## src/verilog/oload_pkg.sv

```systemverilog
// Constants and register map for the off-state open-load block.
// Assumes a 10 MHz mclk and an APB master with 32-bit data.
package oload_pkg;
    localparam int NUM_CH = 5;
    localparam int CLK_KHZ = 10000;
    // Times as printed, in their own units
    localparam int WINDOW_US_X10 = 12000;     // 1.2 ms typical
    localparam int FAULT_NS = 3300;           // 3.3 us typical
    localparam int ONFILT_SHORT_US = 64;      // 64 us typical
    localparam int ONFILT_LONG_US = 2000;     // 2.0 ms typical
    localparam int LED_MAX_US = 2600;         // 2.6 ms maximum
    localparam int WINDOW_CYC = WINDOW_US_X10 * (CLK_KHZ / 1000) / 10;
    localparam int FAULT_CYC = (FAULT_NS * (CLK_KHZ / 1000) + 999) / 1000;
    localparam int ONFILT_SHORT_CYC = ONFILT_SHORT_US * (CLK_KHZ / 1000);
    localparam int ONFILT_LONG_CYC = ONFILT_LONG_US * (CLK_KHZ / 1000);
    localparam int LED_MAX_CYC = LED_MAX_US * (CLK_KHZ / 1000);
    localparam int DUTY_MIN_LOWMID = 18;
    localparam int DUTY_MIN_HIGH = 17;
    // Register byte addresses
    localparam logic [11:0] ADDR_CTRL = 12'h000;
    localparam logic [11:0] ADDR_QUICK = 12'h004;
    localparam logic [11:0] ADDR_CH0 = 12'h008;
    localparam logic [11:0] ADDR_IO = 12'h01c;
    localparam logic [11:0] ADDR_FILT = 12'h020;
    // Control register fields
    localparam int CTRL_EN_LSB = 0;
    localparam int CTRL_ACTIVE_BIT = 8;
    // Channel status fields
    localparam int ST_OFFOPEN = 0;
    localparam int ST_ONOPEN = 1;
    localparam int ST_OC_LSB = 2;
    localparam int ST_OTW = 5;
    localparam int ST_OTS = 6;
    localparam int ST_GOPEN = 8;
    localparam int ST_GOVL = 9;
    localparam int ST_GDEV = 10;
    // Quick/IO status fields
    localparam int Q_GOPEN = 8;
    localparam int IO_UV = 8;
    typedef enum logic [1:0] {
        DIAG_IDLE,
        DIAG_RUN,
        DIAG_FAULT
    } diag_state_e;
endpackage : oload_pkg

```

## src/verilog/diag_ch_if.sv

```systemverilog
// Per-channel link between the sequencer and the flag store.
// Assumes both ends share mclk.
`timescale 1ns/1ps
interface diag_ch_if #(
    parameter int N = 5
);
    logic [N-1:0] open_set;
    logic [N-1:0] rd_clear;
    logic [N-1:0] open_flag;
    modport seq (output open_set, rd_clear, input open_flag);
    modport store (input open_set, rd_clear, output open_flag);
endinterface : diag_ch_if

```

## src/verilog/diag_timer.sv

```systemverilog
// Down-counter giving a one-cycle done pulse after a load.
// Assumes load and abort come from logic on mclk.
`timescale 1ns/1ps
module diag_timer #(
    parameter int WIDTH = 16
) (
    input wire logic mclk,
    input wire logic rst_n,
    input wire logic load,
    input wire logic [WIDTH-1:0] count,
    input wire logic abort,
    output logic done
);
    logic [WIDTH-1:0] cnt_q, cnt_d;
    logic run_q, run_d;
    logic done_q, done_d;

    always_comb begin
        cnt_d = cnt_q;
        run_d = run_q;
        done_d = 1'b0;
        if (abort) begin
            run_d = 1'b0;
        end else if (load) begin
            cnt_d = count;
            run_d = 1'b1;
        end else if (run_q) begin
            if (cnt_q <= WIDTH'(1)) begin
                run_d = 1'b0;
                done_d = 1'b1;
            end else begin
                cnt_d = cnt_q - WIDTH'(1);
            end
        end
    end

    always_ff @(posedge mclk) begin
        if (!rst_n) begin
            cnt_q <= '0;
            run_q <= 1'b0;
            done_q <= 1'b0;
        end else begin
            cnt_q <= cnt_d;
            run_q <= run_d;
            done_q <= done_d;
        end
    end

    assign done = done_q;
endmodule : diag_timer

```

## src/verilog/oload_flags.sv

```systemverilog
// Sticky off-state open flags, cleared by a status read.
// Assumes set and clear strobes on mclk.
`timescale 1ns/1ps
module oload_flags #(
    parameter int N = 5
) (
    input wire logic mclk,
    input wire logic rst_n,
    diag_ch_if.store ch
);
    logic [N-1:0] flag_q, flag_d;

    // Set wins over a coincident read
    always_comb begin
        flag_d = (flag_q & ~ch.rd_clear) | ch.open_set;
    end

    always_ff @(posedge mclk) begin
        if (!rst_n) begin
            flag_q <= '0;
        end else begin
            flag_q <= flag_d;
        end
    end

    assign ch.open_flag = flag_q;
endmodule : oload_flags

```

## src/verilog/offstate_openload_detect.sv

```systemverilog
// Off-state open-load diagnosis for five high-side outputs, APB slave.
// Assumes pin-level fault and comparator inputs are asynchronous.
//
// Notes on behaviour
// - Per-channel enable bit, zero after reset.
// - Writing one starts a timed check window.
// - Control writes ignored while any check runs.
// - Selected channels start together at write end.
// - Output switched on with test current limit.
// - Limit reached: off, enable cleared, no flags.
// - Window expired: off, enable cleared, flag set.
// - Protection, feedback and sync settings untouched.
// - Open result sets summary, global, channel bit.
// - Open flag latched until channel status read.
// - Supply or thermal fault aborts, filtered switch-off.
// - On-state filter 64 us or 2 ms: select stored, no filter applied.
// - LED check completes within 2.6 ms.
// - Output level bits real time, unlatched.
// - Level bits undefined under undervoltage.
// - Summary bit ORs all channel fault flags.
// - Global flags in quick and channel words, clear with sources.
`timescale 1ns/1ps
module offstate_openload_detect #(
    parameter int N = oload_pkg::NUM_CH,
    parameter int WINDOW_CYCLES = oload_pkg::WINDOW_CYC,
    parameter int FAULT_CYCLES = oload_pkg::FAULT_CYC,
    parameter int ONFILT_SHORT = oload_pkg::ONFILT_SHORT_CYC,
    parameter int ONFILT_LONG = oload_pkg::ONFILT_LONG_CYC
) (
    input wire logic mclk,
    input wire logic rst_n,
    input wire logic psel,
    input wire logic penable,
    input wire logic pwrite,
    input wire logic [11:0] paddr,
    input wire logic [31:0] pwdata,
    output logic [31:0] prdata,
    output logic pready,
    output logic pslverr,
    input wire logic [N-1:0] test_limit_hit,
    input wire logic [N-1:0] output_level_bit,
    input wire logic overtemp_shutdown_in,
    input wire logic undervoltage_in,
    input wire logic pump_fault_in,
    input wire logic [N-1:0] onstate_open_in,
    input wire logic [N-1:0] overtemp_warning_in,
    input wire logic [3*N-1:0] overcurrent_code_in,
    output logic [N-1:0] test_drive_on,
    output logic diag_active
);
    localparam int TW = 16;
    initial begin
        if (N < 1 || N > 8) $error("N must be 1 to 8");
        if (WINDOW_CYCLES < 1 || WINDOW_CYCLES >= (1 << TW))
            $error("WINDOW_CYCLES out of range");
        if (FAULT_CYCLES < 1 || FAULT_CYCLES >= (1 << TW))
            $error("FAULT_CYCLES out of range");
        if (ONFILT_SHORT < 1 || ONFILT_SHORT >= ONFILT_LONG)
            $error("ONFILT_SHORT out of range");
        if (ONFILT_LONG > oload_pkg::LED_MAX_CYC)
            $error("ONFILT_LONG beyond LED limit");
    end

    // Two-stage synchronisers for every pin input
    localparam int SW = 3 * N + 3;
    logic [SW-1:0] sy1_q, sy2_q;
    always_ff @(posedge mclk) begin
        if (!rst_n) begin
            sy1_q <= '0;
            sy2_q <= '0;
        end else begin
            sy1_q <= {test_limit_hit, output_level_bit, onstate_open_in,
                      overtemp_shutdown_in, undervoltage_in, pump_fault_in};
            sy2_q <= sy1_q;
        end
    end
    logic [N-1:0] limit_s, level_s, onopen_s;
    logic ots_s, uv_s, cp_s;
    assign {limit_s, level_s, onopen_s, ots_s, uv_s, cp_s} = sy2_q;

    logic [3*N+N-1:0] sy3_q, sy4_q;
    always_ff @(posedge mclk) begin
        if (!rst_n) begin
            sy3_q <= '0;
            sy4_q <= '0;
        end else begin
            sy3_q <= {overcurrent_code_in, overtemp_warning_in};
            sy4_q <= sy3_q;
        end
    end
    logic [3*N-1:0] oc_s;
    logic [N-1:0] otw_s;
    assign {oc_s, otw_s} = sy4_q;

    // APB: zero-wait, write takes effect at access phase
    logic acc;
    logic wr_ctrl, wr_filt;
    assign acc = psel && penable;
    assign wr_ctrl = acc && pwrite && paddr == oload_pkg::ADDR_CTRL;
    assign wr_filt = acc && pwrite && paddr == oload_pkg::ADDR_FILT;

    function automatic logic is_ch_addr(input logic [11:0] a, input int c);
        is_ch_addr = a == oload_pkg::ADDR_CH0 + 12'(4 * c);
    endfunction : is_ch_addr

    // Sequencer state
    oload_pkg::diag_state_e st_q, st_d;
    logic [N-1:0] en_q, en_d;
    logic [N-1:0] drive_q, drive_d;
    logic [N-1:0] filt_sel_q, filt_sel_d;
    logic fault_q, fault_d;
    logic active_q, active_d;
    logic win_load, win_done, flt_load, flt_done;
    logic [N-1:0] rd_clr;
    diag_ch_if #(.N(N)) chl();

    logic fault_now;
    assign fault_now = ots_s || uv_s || cp_s;

    always_comb begin
        st_d = st_q;
        en_d = en_q;
        drive_d = drive_q;
        filt_sel_d = filt_sel_q;
        fault_d = fault_q;
        win_load = 1'b0;
        flt_load = 1'b0;
        chl.open_set = '0;
        // Clear first so a coincident new fault report wins
        if (fault_q && !fault_now) begin
            fault_d = 1'b0;
        end
        if (wr_filt) begin
            filt_sel_d = pwdata[N-1:0];
        end
        case (st_q)
            oload_pkg::DIAG_IDLE: begin
                // Start on the closing strobe of the write
                if (wr_ctrl) begin
                    en_d = pwdata[oload_pkg::CTRL_EN_LSB +: N];
                    if (pwdata[oload_pkg::CTRL_EN_LSB +: N] != '0) begin
                        drive_d = pwdata[oload_pkg::CTRL_EN_LSB +: N];
                        win_load = 1'b1;
                        st_d = oload_pkg::DIAG_RUN;
                    end
                end
            end
            oload_pkg::DIAG_RUN: begin
                // Control writes ignored here: no restart, no abort
                for (int c = 0; c < N; c++) begin
                    if (drive_q[c] && limit_s[c]) begin
                        drive_d[c] = 1'b0;
                        en_d[c] = 1'b0;
                    end
                end
                if (fault_now) begin
                    flt_load = 1'b1;
                    st_d = oload_pkg::DIAG_FAULT;
                end else if (win_done) begin
                    chl.open_set = drive_d;
                    drive_d = '0;
                    en_d = '0;
                    st_d = oload_pkg::DIAG_IDLE;
                end
            end
            oload_pkg::DIAG_FAULT: begin
                // Abort reports only the fault, never an open result
                if (flt_done) begin
                    drive_d = '0;
                    en_d = '0;
                    fault_d = 1'b1;
                    st_d = oload_pkg::DIAG_IDLE;
                end
            end
            default: begin
                st_d = oload_pkg::DIAG_IDLE;
            end
        endcase
        active_d = st_d != oload_pkg::DIAG_IDLE;
    end

    always_ff @(posedge mclk) begin
        if (!rst_n) begin
            st_q <= oload_pkg::DIAG_IDLE;
            en_q <= '0;
            drive_q <= '0;
            filt_sel_q <= '0;
            fault_q <= 1'b0;
            active_q <= 1'b0;
        end else begin
            st_q <= st_d;
            en_q <= en_d;
            drive_q <= drive_d;
            filt_sel_q <= filt_sel_d;
            fault_q <= fault_d;
            active_q <= active_d;
        end
    end

    diag_timer #(.WIDTH(TW)) win_tmr (
        .mclk(mclk),
        .rst_n(rst_n),
        .load(win_load),
        .count(TW'(WINDOW_CYCLES)),
        .abort(flt_load),
        .done(win_done)
    );

    diag_timer #(.WIDTH(TW)) flt_tmr (
        .mclk(mclk),
        .rst_n(rst_n),
        .load(flt_load),
        .count(TW'(FAULT_CYCLES)),
        .abort(1'b0),
        .done(flt_done)
    );

    // Read of a channel status word clears its open flag
    always_comb begin
        for (int c = 0; c < N; c++) begin
            rd_clr[c] = acc && !pwrite && is_ch_addr(paddr, c);
        end
        chl.rd_clear = rd_clr;
    end

    oload_flags #(.N(N)) flags (
        .mclk(mclk),
        .rst_n(rst_n),
        .ch(chl.store)
    );

    // Summary and global flags
    logic [N-1:0] summary;
    logic gopen, govl, gdev;
    always_comb begin
        for (int c = 0; c < N; c++) begin
            summary[c] = (|oc_s[3*c +: 3]) | otw_s[c] | ots_s | onopen_s[c]
                       | chl.open_flag[c];
        end
        gopen = |chl.open_flag || |onopen_s;
        govl = (|oc_s) || ots_s;
        gdev = uv_s || cp_s || fault_q;
    end

    function automatic logic [31:0] glob(input logic o, input logic v,
                                         input logic d);
        glob = '0;
        glob[oload_pkg::ST_GOPEN] = o;
        glob[oload_pkg::ST_GOVL] = v;
        glob[oload_pkg::ST_GDEV] = d;
    endfunction : glob

    // Read mux; unmapped reads give zero with pslverr
    logic [31:0] rdata_d, rdata_q;
    logic err_d, err_q;
    always_comb begin
        rdata_d = '0;
        err_d = 1'b0;
        if (paddr == oload_pkg::ADDR_CTRL) begin
            rdata_d[oload_pkg::CTRL_EN_LSB +: N] = en_q;
            rdata_d[oload_pkg::CTRL_ACTIVE_BIT] = st_q != oload_pkg::DIAG_IDLE;
        end else if (paddr == oload_pkg::ADDR_QUICK) begin
            rdata_d = glob(gopen, govl, gdev);
            rdata_d[N-1:0] = summary;
        end else if (paddr >= oload_pkg::ADDR_CH0 &&
                     paddr < oload_pkg::ADDR_CH0 + 12'(4 * N) &&
                     paddr[1:0] == 2'b00) begin
            rdata_d = glob(gopen, govl, gdev);
            for (int c = 0; c < N; c++) begin
                if (is_ch_addr(paddr, c)) begin
                    rdata_d[oload_pkg::ST_OFFOPEN] = chl.open_flag[c];
                    rdata_d[oload_pkg::ST_ONOPEN] = onopen_s[c];
                    rdata_d[oload_pkg::ST_OC_LSB +: 3] = oc_s[3*c +: 3];
                    rdata_d[oload_pkg::ST_OTW] = otw_s[c];
                    rdata_d[oload_pkg::ST_OTS] = ots_s;
                end
            end
        end else if (paddr == oload_pkg::ADDR_IO) begin
            // Meaningless under undervoltage; flag shown beside them
            rdata_d[N-1:0] = level_s;
            rdata_d[oload_pkg::IO_UV] = uv_s;
        end else if (paddr == oload_pkg::ADDR_FILT) begin
            rdata_d[N-1:0] = filt_sel_q;
        end else begin
            err_d = 1'b1;
        end
    end

    // Registered data valid in the cycle after setup, together with pready
    logic rdy_d, rdy_q;
    assign rdy_d = psel && !penable;
    always_ff @(posedge mclk) begin
        if (!rst_n) begin
            rdata_q <= '0;
            err_q <= 1'b0;
            rdy_q <= 1'b0;
        end else begin
            rdata_q <= rdata_d;
            err_q <= err_d && psel && !penable;
            rdy_q <= rdy_d;
        end
    end

    // On-state filter length chosen per channel, only stored and read back; no on-state path uses it
    logic [N-1:0] unused_sel;
    assign unused_sel = '0;

    assign prdata = rdata_q;
    assign pready = rdy_q;
    assign pslverr = err_q;
    // Test drive only; protection settings stay with their own logic
    assign test_drive_on = drive_q;
    assign diag_active = active_q;
endmodule : offstate_openload_detect

```

## config.mk

```make
export PLATFORM = sky130hd
export DESIGN_NAME = offstate_openload_detect
export DESIGN_NICKNAME = d
export VERILOG_FILES = /design/src/verilog/oload_pkg.sv /design/src/verilog/diag_ch_if.sv /design/src/verilog/diag_timer.sv /design/src/verilog/oload_flags.sv /design/src/verilog/offstate_openload_detect.sv
export SDC_FILE = /design/constraint.sdc
export NUM_CORES = 1
export LEC_CHECK = 0
export ABC_CLOCK_PERIOD_IN_PS = 3600
export BUFFER_PORTS_ARGS = -buffer_cell sky130_fd_sc_hd__buf_2
export CORE_UTILIZATION = 50
export CTS_CLUSTER_DIAMETER = 120
export DETAILED_ROUTE_END_ITERATION = 6
export PLACE_DENSITY = 0.82
export SKIP_LAST_GASP = 1
export SLEW_MARGIN = 20
export SYNTH_ARGS = -nofsm -noshare
export SYNTH_HDL_FRONTEND = slang
export SYNTH_SLANG_ARGS = --single-unit
```

## constraint.sdc

```tcl
create_clock -name mclk -period 3.6 [get_ports mclk]
set_input_delay 1.08 -clock mclk [delete_from_list [all_inputs] [get_ports mclk]]
set_output_delay 1.08 -clock mclk [all_outputs]
set_load 0.02 [all_outputs]
```

==> results of run 1 <==
==> power by group <==
group,switching (mW),internal [mW],leakage (nW)
clock network,0.669,1.11,0.280
logic,0.112,0.0690,1.53
registers,0.0172,1.68,1.21
==> layout make-up <==
| cell class | instances | area share (%) |
|---|---|---|
| clock buffer | 20 | 6.169 |
| sequential | 148 | 40.92 |
| multi-input combinational | 478 | 40.37 |
| inverter | 16 | 0.8294 |
| timing repair buffer | 94 | 7.085 |
| clock inverter | 11 | 2.091 |
| tap | 147 | 2.540 |
==> metrics by stage <==
step	setup WS (ps)	util [%]
global route	622.2	60.28
global placement	295.3	55.30
detailed placement	279.4	55.30
floorplan	629.7	-
CTS	710.4	60.28
finish	675.2	60.28
==> cells in the final DEF (no fill, tap or decap), types with 4 or more instances in the layout <==
master,synthesis,final
buf_2,1,77
and2_1,80,80
nand3_1,15,15
a32oi_1,4,4
nand2_1,40,40
o41ai_1,4,4
o21ai_0,22,22
nand2b_1,8,8
a2111oi_2,4,4
a21oi_1,44,44
and3_1,12,12
nand4_1,5,5
a22oi_1,4,4
nor4_1,13,13
a211o_1,4,4
or2_2,4,4
clkbuf_16,0,17
or3_1,9,9
nor2_1,49,49
conb_1,1,22
dfxtp_1,148,148
inv_1,15,15
xnor2_1,22,22
o211ai_1,8,8
nor3_1,28,28
clkinvlp_4,0,4
ha_1,8,8
a31oi_1,8,8
mux2i_1,5,5
a211oi_1,5,5
buf_4,22,17
==> flip-flops by register name (all words and copies together), names as in the netlist, 2 cells and up <==
register and cells:
sy3_q 20, sy4_q 20, sy1_q 18, sy2_q 18, flt_tmr.cnt_q 16, win_tmr.cnt_q 16, prdata 10, en_q 5
filt_sel_q 5, flags.ch.open_flag 5, test_drive_on 5, st_q 2
==> worst max-delay path: cells and delay by family <==
kind | cells | cell delay [ps]
AND/OR/NAND/NOR | 5 | 1880
AO/OA/AOI/OAI | 1 | 170
buffers and inverters | 1 | 90
==> final timing paths <==
kind         cells past startpoint  slack (ps)                       endpoint                          start
min                              1         430           sy4_q[14]$_SDFF_PN0_           sy3_q[14]$_SDFF_PN0_
min reg2reg                      1         430           sy4_q[14]$_SDFF_PN0_           sy3_q[14]$_SDFF_PN0_
max                              7         680  win_tmr.cnt_q[2]$_SDFFE_PN0P_                       paddr[1]
max reg2reg                      6         990  flt_tmr.cnt_q[7]$_SDFFE_PP0P_  flt_tmr.cnt_q[4]$_SDFFE_PP0P_
==> metal layers <==
layer,part of all wire [%],vias up
met1,43,2434
met2,49,187
met5,0,-
met4,2.8,0
met3,5.0,30
li1,-,2478
==> kinds of logic after synthesis <==
group,share of synthesized area (%)
AOI/OAI and AO/OA,15.05
xor gates and xnor gates,3.422
adders and majority gates,1.630
buffers and inverters,5.459
DFF,48.24
muxes,1.182
other,0.06105
and+or+nand+nor,24.95
==> impl_results.rst, run 1 <==
.. list-table::
   :header-rows: 1

   * - Metric
     - Value
   * - Power density cells
     - between 500 and 600 nW/µm²
   * - Via density
     - 5.612
   * - Final hold viol count
     - 0
   * - # H-tree levels
     - 4
   * - Critical path class
     - in2reg
   * - Sequential-to-total area share from yosys stat
     - between 40% and 50%
   * - Cell at the slowest stage of the critical path
     - or4_4
   * - Number of buffers inserted during clock tree synthesis
     - 17
   * - Via count
     - about 5100
   * - Number of buffers added on ports
     - 77
   * - Final Cell Area
     - a little over 7000 µm²
   * - Area Growth Syn to Fin
     - 17.89%
   * - Fill count
     - around 1000
   * - Number of antenna repair diodes
     - 0
   * - CTS sink count
     - between 100 and 150
   * - Chip Width
     - around 110 µm
   * - Initial antenna violation count
     - 0
   * - Post-route ant nets
     - 0
   * - Kind of launch point of the worst setup path
     - input port
   * - Post-route DRC
     - 0
   * - First-pass GRT wire length
     - approximately 24 mm
   * - Distinct cells, synth
     - between 60 and 70
   * - Remaining Overflow, GRT
     - 0
   * - Number of DRC markers in iteration 0
     - between 400 and 500
   * - Data required time of the critical path
     - about 3900 ps
   * - Count of endpoints failing setup in the final report
     - 0
   * - Kind of path behind the tightest hold check
     - reg2reg
   * - Capturing element type of the critical path
     - flop
   * - FF+latch count, synth
     - 148
   * - Met3 global-route usage
     - around 6.3%
   * - DPL Wire Length
     - around 11 mm
   * - Number of I/O pins
     - 127
   * - Series of cell instances along the critical path
     - buf_2 > or4_4 > nor2_2 > nand3_1 > or3_1 > and3_1 > a21o_1
   * - Cell chosen for the clock root
     - clkbuf_16
   * - Layout Nets
     - between 800 and 900
   * - Final non-filler cell total
     - 914
   * - Worst hold slack after final layout
     - roughly 430 ps
   * - Bufs on Longest Clock Path
     - 2
   * - Routability Congestion
     - 0.9547
   * - Final Power
     - between 3 and 4 mW
   * - Total global routing track utilization
     - between 20% and 30%
   * - # Post-CTS Setup Buffers
     - 0
   * - Area fraction of the dominant cell type after synthesis
     - around half
   * - Largest stage delay on the critical path
     - between 500 and 600 ps
   * - Chip height
     - between 100 and 150 µm
   * - Clock transition at the register clock pins on the worst setup and hold paths after CTS
     - about 60 ps
   * - Post-synthesis area per instance
     - 9.167 µm²
   * - Number of global-route vias before repair
     - about 4900
   * - Actual transition at the worst max-transition pin
     - 723.5 ps
   * - Number of placed instances with taps included
     - ~880
   * - Main area contributors after synthesis
     - dfxtp_1 48%, and2_1 8.1%, a21oi_1 3.6%, xnor2_1 3.1%, nor2_1 3.0%
   * - Area of placed instances
     - around 6600 µm²
   * - Post-synth EDFFs
     - 0
   * - Headroom to the max-slew limit
     - approximately 52%
   * - Arrival time reported for the critical path endpoint
     - around 3200 ps
   * - Routed WL
     - about 15 mm
   * - Number of max-cap violations
     - 0
   * - CTS tree
     - built
   * - Post-layout min period
     - between 2000 and 3000 ps
   * - Die outline area
     - ~13000 µm²
   * - Post-Synthesis Cells
     - 670
   * - Core Area
     - approximately 12000 µm²
   * - CTS hold repair buffers
     - 0
   * - Post-CTS resize count
     - 0
   * - Met1 GRT Util
     - around 29%
   * - Leakage
     - 3.022 nW
   * - Met2 global-route usage
     - between 40 and 50%
   * - Largest fanout of any net on the critical path
     - 8
   * - Count leader, synth
     - dfxtp_1
   * - Layout cell share with drive strength beyond 1
     - a little under a fifth
   * - Setup repair after global routing missed its margin
     - false
   * - Async SR Flop Fraction
     - 0%
   * - Max Transition Viols Final
     - 0
   * - Pin count of the biggest net entering global routing
     - 52
   * - Synth top cells by count
     - 148 x dfxtp_1, 80 x and2_1, 49 x nor2_1, 44 x a21oi_1, 40 x nand2_1
   * - Status
     - completed
   * - Area of all sequential standard cells
     - between 2000 and 3000 µm²
   * - Summed instance area of the synthesized netlist
     - between 6000 and 7000 µm²
   * - Dominant register cell in the synthesized netlist
     - dfxtp_1
   * - Total iterations of the first detailed-routing run
     - 5
   * - Clock skew after layout
     - about 13 ps
   * - Yosys warns
     - 0
   * - Multi-input combinational cell area
     - slightly below 3000 µm²
   * - Worst supply voltage drop on vdd
     - ~0.34 mV
   * - Clk Latency, worst-skew pair
     - between 400 and 500 ps
   * - Starting utilization of the core area
     - 51.14%
   * - Portion of the clock cycle consumed by the worst path in the final layout
     - a little over 80%
   * - F_max
     - 0.3419 GHz
   * - Standard-cell rows
     - 40
   * - Routing layer with the top usage in global route
     - met2
   * - Sum of negative setup slack
     - 0 ps
   * - Biggest area consumer among synthesized cells
     - dfxtp_1
   * - Routed wire per std cell
     - approximately 16 µm
Note: power is estimated with default switching activity, not from simulation.
==> inputs of run 2 (changes only) <==
- ABC_AREA: unset -> 1
- ABC_CLOCK_PERIOD_IN_PS: 3600 -> 2750
- PLACE_DENSITY: 0.82 -> 0.81
- clock period: 3.6 -> 2.75 ns (I/O delays scaled with it)
==> impl_results.rst, run 2 <==
.. list-table::
   :header-rows: 1

   * - Metric
     - Value
   * - Regs by FF count
     - sy3_q: 20 flops, sy4_q: 20 flops
   * - Summed instance area of the synthesized netlist
     - approximately 6700 µm²
   * - Total iterations of the first detailed-routing run
     - 5
   * - Routed WL
     - around 15 mm
   * - Chip Width
     - approximately 120 µm
   * - Sum of negative setup slack
     - 0 ps
   * - Cell at the slowest stage of the critical path
     - nand3_1
   * - Number of global-route vias before repair
     - just over 5000
   * - Number of I/O pins
     - approximately 130
   * - Layout cell share with drive strength beyond 1
     - between 10% and 20%
   * - Clock transition at the register clock pins on the worst setup and hold paths after CTS
     - about 60 ps
   * - Post-synthesis area per instance
     - between 7 and 8 µm²
   * - Total global routing track utilization
     - approximately 21%
   * - Commonest cells after routing, fill and taps aside
     - 236 x nand2_1, 156 x inv_1, 148 x dfxtp_1
   * - Post-route DRC
     - 0
   * - Portion of the clock cycle consumed by the worst path in the final layout
     - between 80% and 90%
   * - Kind of path behind the tightest hold check
     - reg2reg
   * - CP dominant cell by count
     - nand2_1
   * - CTS hold repair buffers
     - 0
   * - Most frequent standard cell in the layout excluding fill and tap cells
     - nand2_1
   * - Post-layout min period
     - between 2000 and 2500 ps
   * - Count leader, synth
     - nand2_1
   * - Leakage
     - approximately 4.1 nW
   * - Remaining Overflow, GRT
     - 0
   * - Number of placed instances with taps included
     - ~1200
   * - Series of cell instances along the critical path
     - buf_2 > nor2_1 > inv_1 > nor2_2 > nand3_1 > nand2_1 > o21ai_0 > nand2_1 > nand2_1 > nand2_1 > nand2_1 > nand2_1 > nand2_1
   * - Clock skew after layout
     - between 5 and 6 ps
   * - Routability Congestion
     - about 0.92
   * - Starting utilization of the core area
     - a little over half
   * - Post-Synthesis Cells
     - roughly 940
   * - Largest stage delay on the critical path
     - about 400 ps
   * - Standard-cell rows
     - slightly above 40
   * - Post-synth EDFFs
     - 0
   * - Setup repair after global routing missed its margin
     - false
   * - Count of endpoints failing setup in the final report
     - 0
   * - Delay-heaviest family, CP
     - simple AND/OR/NAND/NOR gates
   * - CTS tree
     - built
   * - Bufs on Longest Clock Path
     - 2
   * - Pin count of the biggest net entering global routing
     - 94
   * - Area fraction of the dominant cell type after synthesis
     - between 40% and 50%
   * - Post-CTS resize count
     - 0
   * - Final non-filler cell total
     - approximately 1200
   * - Chip height
     - about 120 µm
   * - Sequential-to-total area share from yosys stat
     - 44.37%
   * - CTS sink count
     - 148
   * - Routed wire per std cell
     - approximately 12 µm
   * - Worst supply voltage drop on vdd
     - 0.4051 mV
   * - Post-route ant nets
     - 0
   * - Number of buffers inserted during clock tree synthesis
     - 17
   * - Distinct cells, synth
     - 41
   * - Biggest area consumer among synthesized cells
     - dfxtp_1
   * - Max Transition Viols Final
     - 0
   * - Number of DRC markers in iteration 0
     - 591
   * - Die outline area
     - between 10000 and 15000 µm²
   * - Number of antenna repair diodes
     - 0
   * - Layout Nets
     - 1117
   * - Cell chosen for the clock root
     - clkbuf_16
   * - Final hold viol count
     - 0
   * - First-pass GRT wire length
     - between 20 and 25 mm
   * - Via density
     - 4.953
   * - F_max
     - ~0.45 GHz
   * - Kind of launch point of the worst setup path
     - input port
   * - Number of max-cap violations
     - 0
   * - Clk Latency, worst-skew pair
     - ~420 ps
   * - Synth top cells by count
     - 236 x nand2_1, 156 x inv_1, 148 x dfxtp_1, 86 x nor2_1, 56 x a21oi_1
   * - Data required time of the critical path
     - a little over 3000 ps
   * - Main area contributors after synthesis
     - dfxtp_1 44%, nand2_1 13%, inv_1 8.8%, nor2_1 4.8%, a21oi_1 4.2%
   * - Arrival time reported for the critical path endpoint
     - around 2500 ps
   * - Initial antenna violation count
     - 0
   * - FF+latch count, synth
     - between 100 and 150
   * - DPL Wire Length
     - 10.38 mm
   * - Power density cells
     - 615.9 nW/µm²
   * - Number of buffers added on ports
     - between 70 and 80
   * - Largest fanout of any net on the critical path
     - 10
   * - Status
     - completed
   * - Via count
     - around 6000
   * - Async SR Flop Fraction
     - 0%
   * - Critical path class
     - in2reg
   * - Dominant register cell in the synthesized netlist
     - dfxtp_1
   * - Area Growth Syn to Fin
     - 15.83%
   * - Yosys warns
     - 0
   * - Core Area
     - between 10000 and 15000 µm²
   * - Capturing element type of the critical path
     - flop
   * - Buffer and inverter count on the worst path
     - 2
   * - # H-tree levels
     - 4
   * - # Post-CTS Setup Buffers
     - 0
-- run 2: metal layers --
layer	part of all wire (%)	vias up	GRT usage (%)
met5	0	-	0
met4	1.7	0	7.131
met3	9.4	22	6.202
met2	41	276	31.51
met1	48	2637	29.92
li1	-	3043	-
-- run 2: final timing paths --
check / slack [ps] / startpoint / to / depth (start not counted)
max: 540 / paddr[7] / prdata[2]$_SDFF_PN0_ / 13
min: 410 / sy3_q[16]$_SDFF_PN0_ / sy4_q[16]$_SDFF_PN0_ / 2
max reg2reg: 700 / flt_tmr.cnt_q[0]$_SDFFE_PN0P_ / flt_tmr.cnt_q[11]$_SDFFE_PP0P_ / 10
min reg2reg: 410 / sy3_q[16]$_SDFF_PN0_ / sy4_q[16]$_SDFF_PN0_ / 2
-- run 2: worst min-delay path, delay by kind of cell, from the launching register on --
family                 cells  cell delay [ps]
buffers and inverters      1               40
and+or+nand+nor            1               40
DFF                        1              300
-- run 2: cells by family after synthesis --
family	count (synthesis)	share of synthesized area, %
buffers and inverters	209	13.30
adders and majority gates	8	1.499
and+or+nand+nor	440	28.41
other	1	0.05616
DFF	148	44.37
xor gates and xnor gates	21	2.754
AOI/OAI and AO/OA	117	9.613
-- run 2: area by class of cell --
class / instances / area (µm²)
fill: 1177 / 5090
clock inverter: 12 / 143.9
timing repair buffer: 81 / 427.9
multi-input combinational: 608 / 2905
sequential: 148 / 2963
tap: 172 / 215.2
clock buffer: 20 / 456.7
inverter: 166 / 623.1
-- run 2: metrics by stage --
| step | power [mW] | hold slack (ps) | instance area [µm²] | utilization (%) | setup WS (ps) |
|---|---|---|---|---|---|
| after floorplan | 2.416 | 390.5 | 6756 | - | 669.7 |
| after global placement | 2.474 | 398.4 | 7134 | 55.63 | 283.6 |
| after detailed placement | 2.478 | 395.9 | 7134 | 55.63 | 225.1 |
| after CTS | 4.799 | 410.0 | 7735 | 60.31 | 629.0 |
| after global routing | 4.929 | 428.8 | 7735 | 60.31 | 423.1 |
| final | 4.764 | 410.5 | 7735 | 60.31 | 536.8 |
-- run 2: report_power, final --
group          internal, mW  total (mW)  switching [mW]
Combinational        0.0706       0.211           0.140
Sequential             2.20        2.22          0.0252
Clock                  1.40        2.33           0.929
Total                  3.67        4.76            1.09
==> inputs of run 3 (changes only) <==
- ABC_CLOCK_PERIOD_IN_PS: 2750 -> 2000
- PLACE_DENSITY: 0.81 -> 0.84
- clock period: 2.75 -> 2 ns (I/O delays scaled with it)
==> impl_results.rst, run 3 (same netlist as run 2, synthesis figures left out) <==
.. list-table::
   :header-rows: 1

   * - Metric
     - Value
   * - Number of buffers added on ports
     - between 70 and 80
   * - Met2 global-route usage
     - roughly a third
   * - Via density
     - slightly below 5
   * - Cell at the slowest stage of the critical path
     - dfxtp_1
   * - Layout cell share with drive strength beyond 1
     - roughly 16%
   * - Die outline area
     - 13820 µm²
   * - Final hold viol count
     - 0
   * - Clock skew after layout
     - about 7.3 ps
   * - Chip Width
     - roughly 120 µm
   * - Post-route DRC
     - 0
   * - Routability Congestion
     - around 0.97
   * - Leakage
     - 4.280 nW
   * - Routed wire per std cell
     - approximately 12 µm
   * - Count of endpoints failing setup in the final report
     - 0
   * - Largest fanout of any net on the critical path
     - 15
   * - Post-layout min period
     - around 1900 ps
   * - Via count
     - 6041
   * - Worst-case hold path end point
     - sy1_q[8]$_SDFF_PN0_
   * - Remaining Overflow, GRT
     - 0
   * - Worst supply voltage drop on vdd
     - roughly 0.6 mV
   * - Initial antenna violation count
     - 0
   * - Layout Nets
     - 1150
   * - Worst hold slack after final layout
     - about 350 ps
   * - Arrival time reported for the critical path endpoint
     - ~2200 ps
   * - Power density cells
     - a little over 800 nW/µm²
   * - Portion of the clock cycle consumed by the worst path in the final layout
     - between 90% and 100%
   * - Status
     - completed
   * - Routed WL
     - approximately 15 mm
   * - R2r startpoint
     - win_tmr.cnt_q[0]$_SDFFE_PN0P_
   * - Kind of path behind the tightest hold check
     - in2reg
   * - F_max
     - about 0.53 GHz
   * - Number of buffers inserted during clock tree synthesis
     - 17
   * - Pin count of the biggest net entering global routing
     - 51
   * - Clk Latency, worst-skew pair
     - 430 ps
   * - Capturing element type of the critical path
     - flop
   * - Fill count
     - 1165
   * - Data required time of the critical path
     - around 2400 ps
   * - CTS tree
     - built
   * - Sum of negative setup slack
     - 0 ps
   * - Chip height
     - between 100 and 150 µm
   * - Bufs on Longest Clock Path
     - 2
   * - Setup repair after global routing missed its margin
     - true
   * - Met3 global-route usage
     - approximately 5.4%
   * - Number of max-cap violations
     - 0
   * - Cell chosen for the clock root
     - clkbuf_16
   * - Most frequent standard cell in the layout excluding fill and tap cells
     - nand2_1
   * - Number of antenna repair diodes
     - 0
   * - Routing layer with the top usage in global route
     - met2
   * - Series of cell instances along the critical path
     - inv_1 > ha_1 > o21a_1 > nand4_1 > nand2_2 > nand2_4 > o21ai_0 > a21oi_1
   * - Area of all sequential standard cells
     - approximately 3000 µm²
   * - Max Transition Viols Final
     - 0
   * - Multi-input combinational cell area
     - 2905 µm²
   * - # H-tree levels
     - 4
   * - Hold Path Depth
     - 3
   * - Core Area
     - about 13000 µm²
   * - Setup slack on the worst flop-to-flop path
     - about 130 ps
   * - Critical path class
     - reg2reg
   * - Standard-cell rows
     - a little over 40
   * - Total iterations of the first detailed-routing run
     - 6
   * - Total global routing track utilization
     - between 20% and 30%
   * - DPL Wire Length
     - between 10 and 15 mm
   * - Endpoint of the lowest-slack register-to-register path
     - win_tmr.cnt_q[9]$_SDFFE_PN0P_
   * - Hold wc startpoint
     - output_level_bit[0]
   * - Met1 GRT Util
     - between 30% and 40%
   * - Number of global-route vias before repair
     - approximately 5600
   * - Area Growth Syn to Fin
     - 18.98%
   * - First-pass GRT wire length
     - approximately 25 mm
   * - CTS sink count
     - between 100 and 150
   * - Kind of launch point of the worst setup path
     - flop
   * - Post-route ant nets
     - 0
   * - Starting utilization of the core area
     - 52.07%
   * - Number of DRC markers in iteration 0
     - approximately 530
   * - Commonest cells after routing, fill and taps aside
     - 236 x nand2_1, 156 x inv_1, 148 x dfxtp_1
   * - Largest stage delay on the critical path
     - around 400 ps
   * - Clock transition at the register clock pins on the worst setup and hold paths after CTS
     - 60 ps
   * - Regs by FF count
     - sy3_q: 20 flops, sy4_q: 20 flops
   * - Logic depth of the worst register-to-register path
     - 8
   * - Number of I/O pins
     - between 100 and 150
## run 3: cell count changes in the layout (fill, tap and decap cells not counted), sizes merged
cell      change
buf          +33
clkinv        +5
clkinvlp      -4
bufinv        -1
## run 3: routing by layer
metal  vias to the layer above  wire [µm]
met5                         -          0
met2                       244       6400
met3                        29       1224
met1                      2654       7227
li1                       3114          -
met4                         0        285
## run 3: report_power, final
group	internal [mW]	total (mW)	switching, mW
Clock	1.80	3.07	1.27
Combinational	0.107	0.303	0.196
Sequential	3.02	3.06	0.0337
## run 3: worst max-delay path by stage
stage / from / end / slack, ps / cells past startpoint
2_1_floorplan: paddr[8] / win_tmr.cnt_q[10]$_SDFFE_PN0P_ / 140 / 11
3_3_place_gp: paddr[7] / prdata[4]$_SDFF_PN0_ / -100 / 13
3_5_place_dp: paddr[7] / prdata[4]$_SDFF_PN0_ / -150 / 13
4_1_cts: win_tmr.cnt_q[0]$_SDFFE_PN0P_ / win_tmr.cnt_q[9]$_SDFFE_PN0P_ / 170 / 8
5_1_grt: win_tmr.cnt_q[0]$_SDFFE_PN0P_ / win_tmr.cnt_q[8]$_SDFFE_PN0P_ / -4 / 8
6_report: win_tmr.cnt_q[0]$_SDFFE_PN0P_ / win_tmr.cnt_q[9]$_SDFFE_PN0P_ / 130 / 8
## run 3: final cells by class
cell class	count	share of cell area, %
sequential	148	37.29
clock buffer	20	5.748
clock inverter	12	1.496
tap	172	2.709
multi-input combinational	608	36.57
inverter	166	7.843
timing repair buffer	114	8.346
## run 3: repair_timing
item,4_1_cts,5_1_grt
buffers inserted,0,0
hold buffers,0,0
gates resized for setup,0,0
endpoints found under the setup margin,0,1
## run 3: critical path, delay by kind of cell, from the launching register on
kind	cells	cell delay, ps
simple gates	3	540
fa+ha+maj	1	270
buf+inv	1	120
flops	1	400
compound gates	3	460
## run 3: metrics by stage
step	cells	power, mW	area (µm²)	util [%]	setup WS, ps
finish	1240	6.430	7945	61.95	126.5
global route	1240	6.656	7945	61.95	-3.836
CTS	1240	6.473	7945	61.95	170.8
detailed placement	1208	3.420	7370	57.46	-151.9
global placement	1208	3.413	7370	57.46	-102.8
floorplan	965	3.323	6756	-	144.7
